[src/hw/mpc_regs.svh]
`ifndef MPC_REGS_SVH
`define MPC_REGS_SVH

// core clock period
`define MPC_CLK_NS 40
// monitor output refresh period and its cycle count
`define MPC_DAC_REFRESH_NS 100000
`define MPC_DAC_REFRESH_CYC ((`MPC_DAC_REFRESH_NS) / (`MPC_CLK_NS))
// speed ramp moves one count per wrap of this divider
`define MPC_RAMP_DIV 4'hF

// bit positions of the synchronised pin vector
`define MPC_PIN_BRAKE 0
`define MPC_PIN_ROT 1
`define MPC_PIN_DIS 2
`define MPC_PIN_WAKE 3

// buck output voltage select encodings
`define MPC_BUCK_SEL_3V3 2'h0
`define MPC_BUCK_SEL_5V 2'h1
`define MPC_BUCK_SEL_4V 2'h2
`define MPC_BUCK_SEL_5V7 2'h3
// buck current limit select encodings
`define MPC_BUCK_CURRENT_LIMIT_SELECT_600MA 1'h0
`define MPC_BUCK_CURRENT_LIMIT_SELECT_150MA 1'h1

// monitor variable addresses
`define MPC_VAR_SPEED 4'h0
`define MPC_VAR_STATE 4'h1
`define MPC_VAR_POS 4'h2
`define MPC_VAR_FAULT 4'h3
`define MPC_VAR_THRESH 4'h4
`define MPC_VAR_CMD 4'h5

`endif

[src/hw/mpc_pkg.sv]
package mpc_pkg;
   typedef enum logic [2:0] {ST_SLEEP, ST_RUN, ST_DECEL, ST_BRAKE, ST_COAST} mpc_state_t;
   typedef enum logic [1:0] {MODE_OFF, MODE_RUN, MODE_LSB, MODE_ALIGN} mpc_drive_t;
endpackage : mpc_pkg

[src/hw/mpc_comm_if.sv]
`timescale 1ns/1ps
`default_nettype none
interface mpc_comm_if;
   import mpc_pkg::*;
   logic step;
   logic dir;
   mpc_drive_t mode;
   logic [2:0] hs;
   logic [2:0] ls;
   logic [2:0] oe;
   logic fg;
   logic [1:0] pos;
   modport ctrl (output step, output dir, output mode,
      input hs, input ls, input oe, input fg, input pos);
   modport drv (input step, input dir, input mode,
      output hs, output ls, output oe, output fg, output pos);
endinterface : mpc_comm_if
`default_nettype wire

[src/hw/mpc_commutator.sv]
`timescale 1ns/1ps
`default_nettype none
module mpc_commutator
   import mpc_pkg::*;
(
   // clock and reset
   input wire logic core_clk,
   input wire logic rst_n,
   // link to the controller
   mpc_comm_if.drv cif
);
   typedef struct packed {
      logic [1:0] pos;
      logic [2:0] hs;
      logic [2:0] ls;
      logic [2:0] oe;
      logic fg;
   } mpc_comm_st_t;

   mpc_comm_st_t c_r;
   mpc_comm_st_t c_nxt;

   // phase order A,B,C when dir high, A,C,B when low
   function automatic logic [1:0] mpc_next_pos(input logic [1:0] p, input logic d);
      if (d) begin
         mpc_next_pos = (p == 2'h2) ? 2'h0 : p + 2'h1;
      end else begin
         mpc_next_pos = (p == 2'h0) ? 2'h2 : p - 2'h1;
      end
   endfunction : mpc_next_pos

   function automatic logic [2:0] mpc_onehot(input logic [1:0] p);
      mpc_onehot = 3'h1 << p;
   endfunction : mpc_onehot

   always_comb begin
      c_nxt = c_r;
      case (cif.mode)
         MODE_RUN: begin
            if (cif.step) begin
               c_nxt.pos = mpc_next_pos(c_r.pos, cif.dir);
               c_nxt.fg = ~c_r.fg;
            end
            c_nxt.hs = mpc_onehot(c_nxt.pos);
            c_nxt.ls = mpc_onehot(mpc_next_pos(c_nxt.pos, cif.dir));
            c_nxt.oe = c_nxt.hs | c_nxt.ls;
         end
         MODE_LSB: begin
            c_nxt.hs = 3'h0;
            c_nxt.ls = 3'h7;
            c_nxt.oe = 3'h7;
         end
         MODE_ALIGN: begin
            c_nxt.hs = 3'h1;
            c_nxt.ls = 3'h6;
            c_nxt.oe = 3'h7;
         end
         default: begin
            // coast: every transistor off, position kept for restart
            c_nxt.hs = 3'h0;
            c_nxt.ls = 3'h0;
            c_nxt.oe = 3'h0;
         end
      endcase
   end

   always_ff @(posedge core_clk) begin
      if (!rst_n) begin
         c_r <= '0;
      end else begin
         c_r <= c_nxt;
      end
   end

   assign cif.pos = c_r.pos;
   assign cif.hs = c_r.hs;
   assign cif.ls = c_r.ls;
   assign cif.oe = c_r.oe;
   assign cif.fg = c_r.fg;
endmodule : mpc_commutator
`default_nettype wire

[src/hw/mpc_top.sv]
`include "mpc_regs.svh"
`timescale 1ns/1ps
`default_nettype none
module mpc_top
   import mpc_pkg::*;
(
   // clock and reset
   input wire logic core_clk,
   input wire logic rst_n,
   // control pins
   input wire logic brake_pin,
   input wire logic rotation_pin,
   input wire logic output_disable_pin,
   input wire logic speed_wake_pin,
   // decoded speed command
   input wire logic [7:0] speed_command,
   // configuration
   input wire logic brake_override_en,
   input wire logic brake_override_val,
   input wire logic rotation_override_en,
   input wire logic rotation_override_val,
   input wire logic brake_align_mode,
   input wire logic [7:0] brake_speed_threshold,
   input wire logic [3:0] monitor_one_var_address,
   input wire logic [3:0] monitor_two_var_address,
   input wire logic alarm_pin_enable,
   input wire logic pullup_enable_saved,
   input wire logic [1:0] buck_sel,
   input wire logic buck_current_limit_select,
   input wire logic buck_sequencing_disable,
   // fault sources
   input wire logic [3:0] fault_actionable,
   input wire logic [3:0] fault_report_only,
   // bridge drive
   output logic [2:0] phase_hs,
   output logic [2:0] phase_ls,
   output logic [2:0] phase_oe,
   // monitor pins
   output logic speed_pulse_pin,
   output logic fault_low_pin_n,
   output logic alarm_pin_o,
   output logic alarm_pin_oe,
   output logic [7:0] monitor_dac_one,
   output logic [7:0] monitor_dac_two,
   // status
   output mpc_state_t motor_state,
   output logic [7:0] output_speed,
   output logic pullups_on,
   // buck configuration
   output logic [1:0] buck_vout_sel,
   output logic buck_limit_150ma,
   output logic buck_sequencing_active
);
   typedef struct packed {
      logic [3:0] s1;
      logic [3:0] s2;
      logic [3:0] s3;
      logic [3:0] lvl;
      mpc_state_t st;
      logic [7:0] speed;
      logic [3:0] ramp_cnt;
      logic [15:0] acc;
      logic step;
      logic [11:0] dac_cnt;
      logic [7:0] dac1;
      logic [7:0] dac2;
      logic fault_n;
      logic alarm;
      logic alarm_oe;
      logic pu_cap;
      logic pu_on;
      logic [1:0] vsel;
      logic lim150;
      logic seq_on;
   } mpc_top_st_t;

   mpc_top_st_t s_r;
   mpc_top_st_t s_nxt;
   mpc_comm_if cif ();

   logic brake_eff;
   logic rot_eff;
   logic wake;
   logic drv_dis;
   logic ramp_tick;
   logic act_any;
   logic rep_any;

   mpc_commutator u_comm (
      .core_clk(core_clk),
      .rst_n(rst_n),
      .cif(cif)
   );

   assign brake_eff = brake_override_en ? brake_override_val : s_r.lvl[`MPC_PIN_BRAKE];
   assign rot_eff = rotation_override_en ? rotation_override_val : s_r.lvl[`MPC_PIN_ROT];
   assign wake = s_r.lvl[`MPC_PIN_WAKE];
   assign drv_dis = s_r.lvl[`MPC_PIN_DIS];
   assign ramp_tick = (s_r.ramp_cnt == `MPC_RAMP_DIV);
   assign act_any = |fault_actionable;
   assign rep_any = |fault_report_only;

   function automatic logic [7:0] mpc_var_sel(input logic [3:0] a);
      case (a)
         `MPC_VAR_SPEED: mpc_var_sel = s_r.speed;
         `MPC_VAR_STATE: mpc_var_sel = {5'h00, s_r.st};
         `MPC_VAR_POS: mpc_var_sel = {6'h00, cif.pos};
         `MPC_VAR_FAULT: mpc_var_sel = {6'h00, s_r.alarm, s_r.fault_n};
         `MPC_VAR_THRESH: mpc_var_sel = brake_speed_threshold;
         `MPC_VAR_CMD: mpc_var_sel = speed_command;
         default: mpc_var_sel = 8'h00;
      endcase
   endfunction : mpc_var_sel

   always_comb begin
      logic [16:0] sum;
      sum = 17'h00000;
      s_nxt = s_r;
      // first stage feeds only the second; level moves once stages two and three agree
      s_nxt.s1 = {speed_wake_pin, output_disable_pin, rotation_pin, brake_pin};
      s_nxt.s2 = s_r.s1;
      s_nxt.s3 = s_r.s2;
      s_nxt.lvl = (s_r.s3 & ~(s_r.s2 ^ s_r.s3)) | (s_r.lvl & (s_r.s2 ^ s_r.s3));
      s_nxt.ramp_cnt = s_r.ramp_cnt + 4'h1;
      if (!wake) begin
         s_nxt.st = ST_SLEEP;
         s_nxt.speed = 8'h00;
      end else if (drv_dis) begin
         // disable coasts but keeps the core running
         s_nxt.st = ST_COAST;
         s_nxt.speed = 8'h00;
      end else begin
         case (s_r.st)
            ST_SLEEP: s_nxt.st = ST_RUN;
            ST_COAST: begin
               // restart from standstill
               s_nxt.st = ST_RUN;
               s_nxt.speed = 8'h00;
            end
            ST_RUN: begin
               if (brake_eff) begin
                  s_nxt.st = ST_DECEL;
               end else if (ramp_tick && s_r.speed < speed_command) begin
                  s_nxt.speed = s_r.speed + 8'h01;
               end else if (ramp_tick && s_r.speed > speed_command) begin
                  s_nxt.speed = s_r.speed - 8'h01;
               end
            end
            ST_DECEL: begin
               if (!brake_eff) begin
                  s_nxt.st = ST_RUN;
               end else if (s_r.speed <= brake_speed_threshold) begin
                  s_nxt.st = ST_BRAKE;
                  s_nxt.speed = 8'h00;
               end else if (ramp_tick) begin
                  s_nxt.speed = s_r.speed - 8'h01;
               end
            end
            ST_BRAKE: begin
               if (!brake_eff) begin
                  s_nxt.st = ST_RUN;
               end
            end
            default: s_nxt.st = ST_SLEEP;
         endcase
      end
      // phase accumulator: carry rate follows speed
      if (s_r.st == ST_RUN || s_r.st == ST_DECEL) begin
         sum = {1'b0, s_r.acc} + {9'h000, s_r.speed};
         s_nxt.acc = sum[15:0];
         s_nxt.step = sum[16];
      end else begin
         s_nxt.acc = 16'h0000;
         s_nxt.step = 1'b0;
      end
      if (s_r.dac_cnt == 12'(`MPC_DAC_REFRESH_CYC - 1)) begin
         s_nxt.dac_cnt = 12'h000;
         s_nxt.dac1 = mpc_var_sel(monitor_one_var_address);
         s_nxt.dac2 = mpc_var_sel(monitor_two_var_address);
      end else begin
         s_nxt.dac_cnt = s_r.dac_cnt + 12'h001;
      end
      s_nxt.fault_n = ~(act_any | (rep_any & ~alarm_pin_enable));
      s_nxt.alarm = alarm_pin_enable & (act_any | rep_any);
      s_nxt.alarm_oe = alarm_pin_enable;
      // saved value only counts once per power-up
      if (!s_r.pu_cap) begin
         s_nxt.pu_cap = 1'b1;
         s_nxt.pu_on = pullup_enable_saved;
      end
      s_nxt.vsel = buck_sel;
      s_nxt.lim150 = (buck_current_limit_select == `MPC_BUCK_CURRENT_LIMIT_SELECT_150MA);
      s_nxt.seq_on = (buck_sequencing_disable == 1'b0)
         && (buck_sel == `MPC_BUCK_SEL_5V || buck_sel == `MPC_BUCK_SEL_5V7);
   end

   always_ff @(posedge core_clk) begin
      if (!rst_n) begin
         s_r <= '0;
      end else begin
         s_r <= s_nxt;
      end
   end

   always_comb begin
      cif.step = s_r.step;
      cif.dir = rot_eff;
      case (s_r.st)
         ST_RUN, ST_DECEL: cif.mode = MODE_RUN;
         ST_BRAKE: cif.mode = brake_align_mode ? MODE_ALIGN : MODE_LSB;
         default: cif.mode = MODE_OFF;
      endcase
   end

   assign phase_hs = cif.hs;
   assign phase_ls = cif.ls;
   assign phase_oe = cif.oe;
   assign speed_pulse_pin = cif.fg;
   assign fault_low_pin_n = s_r.fault_n;
   assign alarm_pin_o = s_r.alarm;
   assign alarm_pin_oe = s_r.alarm_oe;
   assign monitor_dac_one = s_r.dac1;
   assign monitor_dac_two = s_r.dac2;
   assign motor_state = s_r.st;
   assign output_speed = s_r.speed;
   assign pullups_on = s_r.pu_on;
   assign buck_vout_sel = s_r.vsel;
   assign buck_limit_150ma = s_r.lim150;
   assign buck_sequencing_active = s_r.seq_on;
endmodule : mpc_top
`default_nettype wire

[config.mk]
export PLATFORM = sky130hd
export DESIGN_NAME = mpc_top
export DESIGN_NICKNAME = d
export VERILOG_FILES = /design/src/hw/mpc_pkg.sv /design/src/hw/mpc_comm_if.sv /design/src/hw/mpc_commutator.sv /design/src/hw/mpc_top.sv
export VERILOG_INCLUDE_DIRS = /design/src /design/src/hw
export SDC_FILE = /design/constraint.sdc
export NUM_CORES = 1
export LEC_CHECK = 0
export BUFFER_PORTS_ARGS = -buffer_cell sky130_fd_sc_hd__buf_4
export CORE_AREA = 2 2 116 90
export CTS_BUF_LIST = sky130_fd_sc_hd__clkbuf_4 sky130_fd_sc_hd__clkbuf_8 sky130_fd_sc_hd__clkbuf_16
export CTS_CLUSTER_SIZE = 24
export DETAILED_ROUTE_END_ITERATION = 12
export DIE_AREA = 0 0 118 92
export GPL_ROUTABILITY_DRIVEN = 0
export GPL_TIMING_DRIVEN = 0
export PLACE_DENSITY_LB_ADDON = 0.25
export SLEW_MARGIN = 40
export SYNTH_ARGS = -nofsm -noshare
export SYNTH_HDL_FRONTEND = slang
export SYNTH_SLANG_ARGS = --single-unit
[constraint.sdc]
create_clock -name core_clk -period 3 [get_ports core_clk]
set_input_delay 0.15 -clock core_clk [delete_from_list [all_inputs] [get_ports core_clk]]
set_output_delay 0.15 -clock core_clk [all_outputs]
set_load 0.01 [all_outputs]
==> impl_metrics.json <==
{
  "synth_fa_ha_area_share_pct": 8.68,
  "cts_made_buffers": 9,
  "synth-compound-area-share_pct": 15.9,
  "grt_overflow_total": 0,
  "period_minus_slack_ns": 2.73,
  "finClkSkew_ns": 0.00782,
  "cp.depth": 8,
  "syn_to_final_growth_pct": 22.6,
  "yosysUniqueCellTypes": 59,
  "drv_cap": 0,
  "cts_tree": "built",
  "h-tree-depth": 3,
  "synthFlopType": "dfxtp_1",
  "setup_ws_ns": 0.273,
  "cts-root-buf": "clkbuf_16",
  "cp-end-kind": "register",
  "nets": 817,
  "synth_edf_count": 0,
  "worst_pin_slew_ns": 0.673,
  "place_ws_ns": 0.0374,
  "grt_antenna_before_repair": 0,
  "synth_fp_nets": 710,
  "crit_fanout": 13,
  "rr_worst_depth": 8,
  "final_util_pct": 67.2,
  "clock_latency_ns": 0.35,
  "cts_buffer_depth": 2,
  "critical_path.startpoint": "output_speed[1]",
  "yosysWarningCount": 0,
  "reg2reg_slack_ns": 0.27,
  "rsz0062_at_grt": "false",
  "insertedDiodeCount": 0,
  "cts_setup_buffers": 0,
  "cts.sinks": 97,
  "synth_xor_area_share_pct": 4.20,
  "layout-drive-gt1-share_pct": 20.9,
  "hold_depth": 2,
  "cp_cell_sequence": "ha_1 > and4b_1 > a211oi_2 > o21ai_0 > o211a_1 > a311oi_2 > nand2_1 > o221a_1",
  "grt_pass1_vias": 4695,
  "core-area_um2": 9890,
  "crit_family": "compound AO/OA/AOI/OAI gates",
  "clk_pin_slew_ns": 0.07,
  "cpMaxStageDelayCell": "dfxtp_1",
  "dp_hpwl_um": 9560,
  "power_density_nw_per_um2": 402,
  "netlist_area_um2": 5420,
  "worstPathRequired_ns": 3.24,
  "grt_usage_pct": 24.4,
  "ys_seq_elements": 97,
  "drtAntennaViolNets": 0,
  "critPathKind": "reg2reg",
  "power_w": 0.00267,
  "setup_viol": 0,
  "synth_top_family_by_area": "simple AND/OR/NAND/NOR gates",
  "avgSynthCellArea_um2": 8.69,
  "timing.final.crit_share_pct": 90.9,
  "yosysSeqAreaShare_pct": 35.8,
  "io_buffers": 88,
  "vias": 4771,
  "crit_arrival_ns": 2.97,
  "grt_max_degree": 21,
  "drc": 0,
  "synth_cells": 624,
  "critPathMaxStageDelay_ns": 0.63,
  "wl_per_cell_um": 14.6,
  "outcome": "finished, final reports clean",
  "synth_mux_area_share_pct": 6.53,
  "dr.pass1.iters": 5,
  "hold_violations": 0,
  "drt_iter0_drc": 360,
  "die_area_um2": 10900,
  "die_x_um": 118,
  "drt_wl_total_um": 12700,
  "via_per_inst": 5.47,
  "p_leak_nw": 2.96,
  "initial_core_util_pct": 54.8,
  "min_path_type": "in2reg",
  "synth_simple_gate_area_share_pct": 20.6,
  "dieHeight_um": 92,
  "clock.fmax_ghz": 0.367,
  "rr_endpoint": "output_speed[5]",
  "fin_cells": 872,
  "maxSlewHeadroom_pct": 53.8,
  "timing.critical_path.buf_inv": 0,
  "grt_pass1_wl_um": 21600,
  "cp-endpoint": "output_speed[5]",
  "fp-row-count": 32,
  "critPathLaunchType": "register",
  "reg2reg_from": "output_speed[1]",
  "async_flop_share_pct": 0,
  "drv_slew": 0,
  "ioPinCount": 94,
  "tns_ns": 0,
  "dp.cells": 848,
  "ir_worst_vdd_v": 0.000333,
  "n_fill_cell": 857
}
[cell usage after synthesis (2+ instances only)]
| cell | number | share of area [%] |
|---|---|---|
| o211a_1 | 3 | 0.55 |
| nor2_1 | 50 | 3.5 |
| buf_1 | 4 | 0.28 |
| or4_1 | 2 | 0.28 |
| a31oi_1 | 4 | 0.46 |
| o21ai_0 | 32 | 3.0 |
| nor3_1 | 11 | 1.0 |
| nand2b_1 | 7 | 0.81 |
| a311o_1 | 2 | 0.37 |
| or2_2 | 4 | 0.46 |
| nand4_1 | 6 | 0.69 |
| nand2_1 | 42 | 2.9 |
| buf_4 | 32 | 4.4 |
| clkbuf_1 | 21 | 1.5 |
| o21ai_1 | 3 | 0.28 |
| xnor2_1 | 13 | 2.1 |
| a22o_1 | 12 | 1.9 |
| ha_1 | 36 | 8.3 |
| a21oi_1 | 32 | 3.0 |
| o211ai_1 | 2 | 0.28 |
| mux4_2 | 5 | 2.1 |
| nor4_1 | 4 | 0.46 |
| nand3_1 | 28 | 2.6 |
| and2_1 | 23 | 2.7 |
| xor2_1 | 13 | 2.1 |
| dfxtp_1 | 97 | 36 |
| or3_1 | 2 | 0.23 |
| o21bai_1 | 2 | 0.28 |
| mux2i_1 | 23 | 4.2 |
| a21o_1 | 6 | 0.83 |
| o22ai_1 | 7 | 0.81 |
| a211oi_1 | 6 | 0.83 |
| a21boi_0 | 5 | 0.69 |
| inv_1 | 26 | 1.8 |
| nor3b_1 | 6 | 0.83 |
| o21a_1 | 5 | 0.69 |
| nor2b_1 | 14 | 1.6 |
| and3_1 | 11 | 1.3 |
| a41oi_1 | 2 | 0.32 |
| nand3b_1 | 2 | 0.28 |
[registers in the layout, summed over array words and instances, names as in the netlist, 2 cells and up, named ones only]
name             flops
buck_vout_sel        2
monitor_dac_one      8
monitor_dac_two      8
motor_state          3
output_speed         8
s_nxt                8
s_r                 37
u_comm.cif.hs        3
u_comm.cif.ls        3
u_comm.cif.oe        3
u_comm.cif.pos       2
[routing by layer]
metal	vias up	GRT usage, %	part of all wire, %
met2	156	41.4	48
met3	22	4.35	5.0
met5	-	0	0
li1	2380	-	-
met4	0	8.33	1.8
met1	2213	31.5	45
[placed cells by master, fill, tap and decap left out, types with 5 or more instances in the layout]
| master | netlist | final |
|---|---|---|
| nor3b_1 | 6 | 6 |
| nor2_1 | 50 | 50 |
| nor3_1 | 11 | 11 |
| inv_1 | 26 | 26 |
| and3_1 | 11 | 11 |
| ha_1 | 36 | 36 |
| dlygate4sd3_1 | 0 | 8 |
| a211oi_1 | 6 | 6 |
| o22ai_1 | 7 | 7 |
| clkbuf_1 | 21 | 20 |
| a21o_1 | 6 | 6 |
| mux2i_1 | 23 | 23 |
| nand2_1 | 42 | 42 |
| o21a_1 | 5 | 5 |
| nand2b_1 | 7 | 7 |
| mux4_2 | 5 | 5 |
| clkbuf_16 | 0 | 9 |
| xor2_1 | 13 | 13 |
| a21boi_0 | 5 | 5 |
| xnor2_1 | 13 | 13 |
| a22o_1 | 12 | 12 |
| nand3_1 | 28 | 28 |
| buf_4 | 32 | 120 |
| a21oi_1 | 32 | 32 |
| nor2b_1 | 14 | 14 |
| dfxtp_1 | 97 | 97 |
| o21ai_0 | 32 | 31 |
| nand4_1 | 6 | 6 |
| and2_1 | 23 | 23 |
[through the flow]
stage / hold WS, ns / cell area (µm²)
after global routing: 0.0398 / 6650
final: 0.0185 / 6650
after detailed placement: 0.319 / 6250
after floorplan: 0.178 / 5420
after global placement: 0.306 / 6250
after CTS: 0.0107 / 6640
[report_power, final]
part / total, W / switching, W / leakage (nW) / internal (W)
sequential: 0.00132 / 0.0000114 / 0.787 / 0.00131
combinational: 0.000194 / 0.0000930 / 2.02 / 0.000101
clock: 0.00116 / 0.000562 / 0.151 / 0.000599
total: 0.00267 / 0.000667 / 2.96 / 0.00200
[cell families (layout without fill, tap and decap cells)]
logic type,Yosys count,after routing
AOI/OAI and AO/OA,132,132
xor gates and xnor gates,26,26
adders and majority gates,37,37
buffers and inverters,85,197
DFF,97,97
muxes,29,29
and+or+nand+nor,218,218
[worst min path at each step]
stage                                 start                     end  slack, ns
floorplan                             rst_n                  s_r[5]       0.18
global placement    buck_sequencing_disable  buck_sequencing_active       0.31
detailed placement  buck_sequencing_disable  buck_sequencing_active       0.32
CTS                             buck_sel[0]        buck_vout_sel[0]       0.01
global route                    buck_sel[0]        buck_vout_sel[0]       0.04
finish                          buck_sel[0]        buck_vout_sel[0]       0.02
[repair_timing]
action	CTS	global route
hold buffers	8	0
endpoints found under the setup margin	0	6
endpoints found under the hold margin	8	0
gates resized for setup	0	4
[worst register-to-register path: cells and delay by family (launching register included)]
family	cells	cell delay (ns)
AO/OA/AOI/OAI	5	1.33
adder cells (fa/ha/maj)	1	0.34
flip-flops	1	0.63
AND/OR/NAND/NOR	2	0.33
[cell type report]
| cell class | count | area [µm²] | share of cell area (%) |
|---|---|---|---|
| timing repair buffer | 96 | 741 | 11.1 |
| clock inverter | 7 | 83.8 | 1.26 |
| multi-input combinational | 442 | 3040 | 45.7 |
| tap | 136 | 170 | 2.56 |
| buffer | 59 | 352 | 5.29 |
| sequential | 97 | 1940 | 29.2 |
| clock buffer | 9 | 225 | 3.39 |
| inverter | 26 | 97.6 | 1.47 |
Power figures use the tool's default switching activity.
